### src/inc/dpmc_pkg.sv
// Purpose: Shared constants and types for the protection mode controller.
// Assumes: One system clock; no software bus into this block.
// Notes: State codes are one-hot.
package dpmc_pkg;
  localparam int ROWS_DEF = 16;
  localparam int ROW_IDX_W_DEF = 4;
  typedef enum logic [3:0] {
    DPMC_BOOT = 4'h1,
    DPMC_OPEN = 4'h2,
    DPMC_PROT = 4'h4,
    DPMC_KILL = 4'h8
  } dpmc_state_e;
  localparam logic [3:0] STATE_RST = 4'h1;
  localparam logic DEBUG_EN_RST = 1'b1;
  localparam logic ROW_PROT_RST = 1'b0;
endpackage

### src/inc/dpmc_rowif.sv
// Purpose: Row protection request and answer bundle between modules.
// Assumes: Requests are single-cycle checks, answered combinationally.
// Notes: The modport names follow who asks.
interface dpmc_rowif #(parameter int IDX_W = 4);
  logic [IDX_W-1:0] idx;
  logic write_req;
  logic row_prot;
  logic write_ok;
  modport ctrl (output idx, output write_req, input row_prot, input write_ok);
  modport tbl (input idx, input write_req, output row_prot,
               output write_ok);
endinterface

### src/core/dpmc_rows.sv
// Purpose: Per-row flash protection attribute table.
// Assumes: Attributes change only while a full erase completes.
// Notes: Storage is flip-flops indexed by row.
module dpmc_rows #(
  parameter int ROWS = dpmc_pkg::ROWS_DEF,
  parameter int IDX_W = dpmc_pkg::ROW_IDX_W_DEF
) (
  input wire logic clk, // System clock.
  input wire logic rst, // Synchronous reset, high.
  input wire logic erase_done, // Full erase finishing pulse.
  input wire logic [ROWS-1:0] new_prot, // Levels loaded with the erase.
  dpmc_rowif.tbl rif // Row check port.
);
  logic [ROWS-1:0] prot_q;
  logic [ROWS-1:0] prot_d;

  genvar g;
  generate
    for (g = 0; g < ROWS; g++) begin : g_row
      always_comb begin
        prot_d[g] = erase_done ? new_prot[g] : prot_q[g];
      end
    end
  endgenerate

  always_ff @(posedge clk) begin
    if (rst) begin
      prot_q <= {ROWS{dpmc_pkg::ROW_PROT_RST}};
    end else begin
      prot_q <= prot_d;
    end
  end

  always_comb begin
    rif.row_prot = prot_q[rif.idx];
    // Reads are always allowed; only writes to protected rows fail.
    rif.write_ok = rif.write_req & ~prot_q[rif.idx];
  end
endmodule

### src/core/dpmc_dbg.sv
// Purpose: Debug-port stall and access gating by protection state.
// Assumes: Debugger holds a request until it is accepted.
// Notes: Refused requests complete with an error flag.
module dpmc_dbg (
  input wire logic clk, // System clock.
  input wire logic rst, // Synchronous reset, high.
  input wire logic [3:0] state, // Current protection state.
  input wire logic loaded, // Protection state loaded.
  input wire logic dbg_en, // Firmware debug enable.
  input wire logic priv, // CPU privileged.
  input wire logic req, // Debug request.
  input wire logic is_user, // Targets user code or memory.
  input wire logic is_flash_ctl, // Targets flash control registers.
  input wire logic is_write, // Write request.
  output logic ack, // One-cycle completion.
  output logic err // Refusal, with ack.
);
  logic ack_q;
  logic ack_d;
  logic err_q;
  logic err_d;
  logic lock;

  always_comb begin
    lock = (state == dpmc_pkg::DPMC_PROT) || (state == dpmc_pkg::DPMC_KILL);
    ack_d = 1'b0;
    err_d = 1'b0;
    // Nothing is taken before the state is loaded, so the port stalls.
    if (req && loaded && !ack_q) begin
      ack_d = 1'b1;
      if (!dbg_en) begin
        err_d = 1'b1;
      end else if (lock && is_user) begin
        err_d = 1'b1;
      end else if (lock && is_flash_ctl && is_write) begin
        err_d = 1'b1;
      end else if (priv && (is_user || is_flash_ctl)) begin
        err_d = 1'b1;
      end
    end
  end

  always_ff @(posedge clk) begin
    if (rst) begin
      ack_q <= 1'b0;
      err_q <= 1'b0;
    end else begin
      ack_q <= ack_d;
      err_q <= err_d;
    end
  end

  assign ack = ack_q;
  assign err = err_q;
endmodule

### src/core/dpmc_top.sv
// Purpose: Device protection mode controller.
// Assumes: All inputs synchronous to SYS_CLK; 20 MHz clock.
// Notes: Firmware writes reach this block as a strobe with data.
// How it works
// Debug enabled after reset; firmware only disables.
// Debug returns only by erase and reprogram.
// Exactly one of four protection states.
// Reset enters BOOT until stored state loads.
// Debug port stalls until state loaded.
// BOOT forces CPU privileged.
// OPEN user mode permits programming and debug.
// Privileged OPEN restricts external and debug access.
// OPEN to PROTECTED accepted; user debug refused.
// Locked states block flash-control debug writes.
// PROTECTED to OPEN only after full erase.
// OPEN to KILL accepted; erase rejected.
// KILL never leaves.
// Each row protected or unprotected.
// Row attribute changes only with full erase.
// Unprotected rows allow all reads and writes.
// Protected rows refuse writes, allow reads.
// Firmware uses PROTECTED to block external reads.
// Privilege entered by held non-maskable interrupt.
// Unlisted transitions are ignored.
module dpmc_top #(
  parameter int ROWS = dpmc_pkg::ROWS_DEF,
  parameter int IDX_W = dpmc_pkg::ROW_IDX_W_DEF
) (
  input wire logic SYS_CLK, // System clock.
  input wire logic SYS_RST, // Synchronous reset, high.
  input wire logic LOAD_VALID, // Stored state from supervisor flash valid.
  input wire logic [3:0] LOAD_STATE, // Stored one-hot state.
  input wire logic WR_STB, // Firmware write of protection state.
  input wire logic [3:0] WR_STATE, // Requested one-hot state.
  input wire logic DBG_OFF_STB, // Firmware disables debug.
  input wire logic DBG_ON_STB, // New firmware re-enables debug.
  input wire logic NMI_IN, // Non-maskable interrupt held.
  input wire logic ERASE_REQ, // Full flash erase request.
  input wire logic ERASE_DONE, // Full flash erase finished.
  input wire logic [ROWS-1:0] NEW_ROW_PROT, // Row levels with erase.
  input wire logic ROW_REQ, // Row write check request.
  input wire logic [IDX_W-1:0] ROW_IDX, // Row index.
  input wire logic DBG_REQ, // Debug transaction request.
  input wire logic DBG_USER, // Targets user code or memory.
  input wire logic DBG_FLASH_CTL, // Targets flash control registers.
  input wire logic DBG_WRITE, // Debug write.
  output logic [3:0] PROT_STATE, // Protection state register.
  output logic CPU_PRIV, // CPU privileged.
  output logic DBG_ENABLED, // Debug circuitry enabled.
  output logic ERASE_GRANT, // Erase accepted, one cycle.
  output logic ERASE_REJECT, // Erase rejected, one cycle.
  output logic PROG_ALLOWED, // Flash programming permitted.
  output logic ROW_WRITE_OK, // Row write allowed.
  output logic ROW_PROTECTED, // Row is protected.
  output logic DBG_ACK, // Debug completion.
  output logic DBG_ERR // Debug refusal.
);
  dpmc_pkg::dpmc_state_e state_q;
  dpmc_pkg::dpmc_state_e state_d;
  logic loaded_q;
  logic loaded_d;
  logic erased_q;
  logic erased_d;
  logic dbg_en_q;
  logic dbg_en_d;
  logic priv_q;
  logic priv_d;
  logic grant_q;
  logic grant_d;
  logic reject_q;
  logic reject_d;
  logic prog_q;
  logic prog_d;
  logic wok_q;
  logic wok_d;
  logic rprot_q;
  logic rprot_d;
  logic row_done;

  dpmc_rowif #(.IDX_W(IDX_W)) rif ();

  assign rif.idx = ROW_IDX;
  assign rif.write_req = ROW_REQ;
  // Row levels change only on a completed erase that was not refused.
  assign row_done = ERASE_DONE && loaded_q &&
                    (state_q != dpmc_pkg::DPMC_KILL);

  dpmc_rows #(.ROWS(ROWS), .IDX_W(IDX_W)) u_rows (
    .clk(SYS_CLK),
    .rst(SYS_RST),
    .erase_done(row_done),
    .new_prot(NEW_ROW_PROT),
    .rif(rif.tbl)
  );

  always_comb begin
    state_d = state_q;
    loaded_d = loaded_q;
    erased_d = erased_q;
    if (!loaded_q) begin
      if (LOAD_VALID) begin
        loaded_d = 1'b1;
        case (LOAD_STATE)
          dpmc_pkg::DPMC_OPEN: state_d = dpmc_pkg::DPMC_OPEN;
          dpmc_pkg::DPMC_PROT: state_d = dpmc_pkg::DPMC_PROT;
          dpmc_pkg::DPMC_KILL: state_d = dpmc_pkg::DPMC_KILL;
          default: state_d = dpmc_pkg::DPMC_OPEN;
        endcase
      end
    end else begin
      if (row_done) begin
        erased_d = 1'b1;
      end
      if (WR_STB) begin
        case (state_q)
          dpmc_pkg::DPMC_OPEN: begin
            if (WR_STATE == dpmc_pkg::DPMC_PROT) begin
              state_d = dpmc_pkg::DPMC_PROT;
            end else if (WR_STATE == dpmc_pkg::DPMC_KILL) begin
              state_d = dpmc_pkg::DPMC_KILL;
            end
          end
          dpmc_pkg::DPMC_PROT: begin
            if (WR_STATE == dpmc_pkg::DPMC_OPEN && (erased_q || row_done)) begin
              state_d = dpmc_pkg::DPMC_OPEN;
              erased_d = 1'b0;
            end
          end
          default: state_d = state_q;
        endcase
      end
    end
  end

  always_comb begin
    dbg_en_d = dbg_en_q;
    if (DBG_OFF_STB) begin
      dbg_en_d = 1'b0;
    end else if (DBG_ON_STB && erased_q && state_q == dpmc_pkg::DPMC_OPEN) begin
      dbg_en_d = 1'b1;
    end
    // BOOT forces privilege; later only a held NMI keeps it.
    priv_d = (state_d == dpmc_pkg::DPMC_BOOT) || NMI_IN;
    grant_d = 1'b0;
    reject_d = 1'b0;
    if (ERASE_REQ) begin
      if (state_q == dpmc_pkg::DPMC_KILL || !loaded_q) begin
        reject_d = 1'b1;
      end else begin
        grant_d = 1'b1;
      end
    end
    prog_d = (state_d == dpmc_pkg::DPMC_OPEN) && !priv_d;
    wok_d = rif.write_ok;
    rprot_d = rif.row_prot;
  end

  always_ff @(posedge SYS_CLK) begin
    if (SYS_RST) begin
      state_q <= dpmc_pkg::DPMC_BOOT;
      loaded_q <= 1'b0;
      erased_q <= 1'b0;
      dbg_en_q <= dpmc_pkg::DEBUG_EN_RST;
      priv_q <= 1'b1;
      grant_q <= 1'b0;
      reject_q <= 1'b0;
      prog_q <= 1'b0;
      wok_q <= 1'b0;
      rprot_q <= 1'b0;
    end else begin
      state_q <= state_d;
      loaded_q <= loaded_d;
      erased_q <= erased_d;
      dbg_en_q <= dbg_en_d;
      priv_q <= priv_d;
      grant_q <= grant_d;
      reject_q <= reject_d;
      prog_q <= prog_d;
      wok_q <= wok_d;
      rprot_q <= rprot_d;
    end
  end

  dpmc_dbg u_dbg (
    .clk(SYS_CLK),
    .rst(SYS_RST),
    .state(state_q),
    .loaded(loaded_q),
    .dbg_en(dbg_en_q),
    .priv(priv_q),
    .req(DBG_REQ),
    .is_user(DBG_USER),
    .is_flash_ctl(DBG_FLASH_CTL),
    .is_write(DBG_WRITE),
    .ack(DBG_ACK),
    .err(DBG_ERR)
  );

  assign PROT_STATE = state_q;
  assign CPU_PRIV = priv_q;
  assign DBG_ENABLED = dbg_en_q;
  assign ERASE_GRANT = grant_q;
  assign ERASE_REJECT = reject_q;
  assign PROG_ALLOWED = prog_q;
  assign ROW_WRITE_OK = wok_q;
  assign ROW_PROTECTED = rprot_q;
endmodule

### config.mk
export PLATFORM = sky130hd
export DESIGN_NAME = dpmc_top
export DESIGN_NICKNAME = d
export VERILOG_FILES = /design/src/inc/dpmc_pkg.sv /design/src/inc/dpmc_rowif.sv /design/src/core/dpmc_rows.sv /design/src/core/dpmc_dbg.sv /design/src/core/dpmc_top.sv
export SDC_FILE = /design/constraint.sdc
export NUM_CORES = 1
export LEC_CHECK = 0
export CELL_PAD_IN_SITES_DETAIL_PLACEMENT = 1
export CELL_PAD_IN_SITES_GLOBAL_PLACEMENT = 2
export CORE_ASPECT_RATIO = 2
export CORE_MARGIN = 2
export CORE_UTILIZATION = 37
export CTS_CLUSTER_SIZE = 12
export DETAILED_ROUTE_END_ITERATION = 16
export DONT_BUFFER_PORTS = 1
export PLACE_DENSITY_LB_ADDON = 0.15
export SYNTH_ARGS = -nofsm -noshare
export SYNTH_HDL_FRONTEND = slang
export SYNTH_SLANG_ARGS = --single-unit
### constraint.sdc
create_clock -name SYS_CLK -period 2.04 [get_ports SYS_CLK]
set_input_delay 0.51 -clock SYS_CLK [delete_from_list [all_inputs] [get_ports SYS_CLK]]
set_output_delay 0.51 -clock SYS_CLK [all_outputs]
set_load 0.02 [all_outputs]
==> flow_summary.yaml <==
outcome:
  status: "complete, no violations"
placed_design:
  post-place-ws_ns: 0.2011
  hpwl_um: 2920
  portBuffers: 0
  routabilityCongestion: 0.7153
synthesis:
  synthFlopType: "dfxtp_1"
  syn_avg_cell_area_um2: 10.81
  synth_top_area_frac: 0.4283
  syn_inst: 134
  synth_top_area_cell: "dfxtp_1"
  synth_area_um2: 1449
  synthArstFlopShare: 0
  synth_edf_count: 0
  synth.ff_latch_count: 31
  synth_cell_types: 44
  yosysSeqAreaShare: 0.4283
  synth_area_leaders: "dfxtp_1 43%, mux2i_1 11%, mux4_1 7.3%"
  yosysWarnings: 0
  synth_nets: 176
setup_path:
  critical_path.max_fanout: 6
  worstSetupPathType: "reg2reg"
  start_kind: "flop"
  worstReg2RegStart: "PROT_STATE[2]"
  crit_end: "PROG_ALLOWED"
  crit_arrival_ns: 1.94
  worstPathCellList: "nor3b_2 > a311oi_1 > a31o_1 > a41o_1 > nor4_1"
  setup.worst_path.start: "PROT_STATE[2]"
  critPathBufInv: 0
  critPathTopFamily: "compound AO/OA/AOI/OAI gates"
  cp.depth: 5
  timing.rr.end: "PROG_ALLOWED"
  cp_slowest_cell: "dfxtp_1"
  required_ns: 2.23
  cp_slowest_stage_delay_ns: 0.51
  endpoint_kind: "flop"
  r2r_cells: 5
  r2r_slack_ns: 0.29
grt:
  grt_first_pass_wirelength_um: 5575
  gr-usage-all-layers: 0.1819
  grt_remaining_overflow: 0
  first_global_vias: 1195
  antenna_found_initial: 0
  grt_max_degree: 30
sta:
  setup_violations: 0
  slew_viol_final: 0
  fin_setup_tns_ns: 0
  fin_crit_ns: 1.750
  finClkSkew_ns: 0.007209
  finalCritPeriodShare: 0.8580
  clock.fmax_mhz: 571.3
  tightest_slew_ns: 0.4309
  timing.final.ws_setup_ns: 0.2897
  hold_viol_final: 0
  rsz0062_at_grt: "no"
  relSlewSlack: 0.7120
routing:
  drt_iter0_markers: 9
  wl_um: 3625
  wl_per_cell_um: 18.88
  ant_nets: 0
  first_pass_iters: 4
  drt-vias-per-instance: 5.547
  via_count: 1065
  drcViolationCount: 0
cts:
  cts_setup_buffers: 0
  cts_tree: "yes"
  clock_latency_ns: 0.28
  clockBufferDepth: 2
  cts_hold_buf: 0
  h-tree-depth: 2
  cts_root_buf: "clkbuf_8"
  cts_resized: 0
  clkSlewWorstSetupHoldPaths_ns: 0.07
  cts_inserted_buffers: 5
  cts.sinks: 31
job:
  maxCapViolCount: 0
die:
  boundaryPins: 55
  die_height_um: 92.50
  rows: 32
  die_area_um2: 4463
  core_area_um2: 3804
  fp.dieW_um: 48.25
  start_util: 0.3809
finish:
  seq_area_um2: 620.6
  multi_input_area_um2: 799.5
  layout_common_cells: "31 x dfxtp_1, 21 x nor2_1, 16 x mux2i_1"
  final_common_cell: "dfxtp_1"
  nFillCells: 432
  layout.nets: 182
  n_antenna_cell: 0
  drive_above_1_share: 0.1489
  area_growth_pct: 13.13
power:
  peakVddDrop_mv: 0.8722
  power_density_nw_per_um2: 855.1
  leakagePower_nw: 0.6106
min_path:
  hold_class: "in2reg"
==> cell families (layout without fill, tap and decap cells) <==
kind of cell / after synthesis / count (layout) / share of synthesized area
buffers and inverters: 6 / 13 / 0.01986
and+or+nand+nor: 56 / 56 / 0.2401
AOI/OAI and AO/OA: 17 / 17 / 0.09500
muxes: 21 / 21 / 0.1986
xor gates and xnor gates: 3 / 3 / 0.01814
DFF: 31 / 31 / 0.4283
==> Yosys cell counts, drive strengths merged, types with 2 or more instances <==
| cell | instances |
|---|---|
| nand2 | 8 |
| nand2b | 3 |
| nor2 | 22 |
| o21a | 2 |
| nor2b | 4 |
| or4b | 2 |
| mux4 | 5 |
| nor3 | 2 |
| dfxtp | 31 |
| xnor2 | 2 |
| nand3 | 2 |
| nor4 | 2 |
| nor4b | 2 |
| buf | 3 |
| o31ai | 2 |
| mux2i | 16 |
| nor3b | 3 |
| clkbuf | 3 |
==> metal layers <==
layer / up-vias / global-route usage / wire length (um)
li1: 507 / - / -
met1: 509 / 0.1459 / 1064
met2: 41 / 0.3476 / 2227
met3: 8 / 0.05068 / 232
met4: 0 / 0.08559 / 101
met5: - / 0 / 0
==> registers in the layout (all words and copies together) (netlist names) <==
name           flops
u_dbg.err          1
ROW_PROTECTED      1
erased_q           1
ERASE_GRANT        1
u_dbg.ack          1
u_rows.prot_q     16
ERASE_REJECT       1
CPU_PRIV           1
PROG_ALLOWED       1
ROW_WRITE_OK       1
loaded_q           1
PROT_STATE         4
DBG_ENABLED        1
==> area by class of cell <==
type / count / share of cell area
clock inverters: 2 / 0.02137
flip-flops and latches: 31 / 0.3786
well taps: 51 / 0.03893
clock buffers: 6 / 0.05038
multi-input cells: 97 / 0.4878
repair buffers: 5 / 0.02290
==> metrics by stage <==
| step | utilization | std cells | cell area (um^2) | hold WS (ns) | total power [mW] |
|---|---|---|---|---|---|
| floorplan | - | 134 | 1449 | 0.4514 | 0.7776 |
| global route | 0.4309 | 192 | 1639 | 0.2750 | 1.466 |
| finish | 0.4309 | 192 | 1639 | 0.2956 | 1.402 |
| detailed placement | 0.4000 | 184 | 1521 | 0.4784 | 0.8035 |
| global placement | 0.4000 | 184 | 1521 | 0.4671 | 0.7999 |
| CTS | 0.4309 | 192 | 1639 | 0.2806 | 1.435 |
==> worst min path at each step <==
stage / end / start / depth (start not counted) / slack (ns)
after floorplan: u_rows.prot_q[13] / u_rows.prot_q[13] / 2 / 0.45
after global placement: u_rows.prot_q[0] / u_rows.prot_q[0] / 2 / 0.47
after detailed placement: u_rows.prot_q[0] / u_rows.prot_q[0] / 2 / 0.48
after CTS: ROW_WRITE_OK / SYS_RST / 1 / 0.28
after global routing: ROW_PROTECTED / SYS_RST / 1 / 0.28
final: ROW_WRITE_OK / SYS_RST / 1 / 0.30
==> report_power, final <==
part / total, mW / switching [mW] / internal, mW / leakage (nW)
Clock: 0.615 / 0.220 / 0.395 / 0.0612
Sequential: 0.671 / 0.0364 / 0.634 / 0.254
Combinational: 0.116 / 0.0532 / 0.0630 / 0.296
Total: 1.40 / 0.309 / 1.09 / 0.611
(Power assumes the default switching activity.)
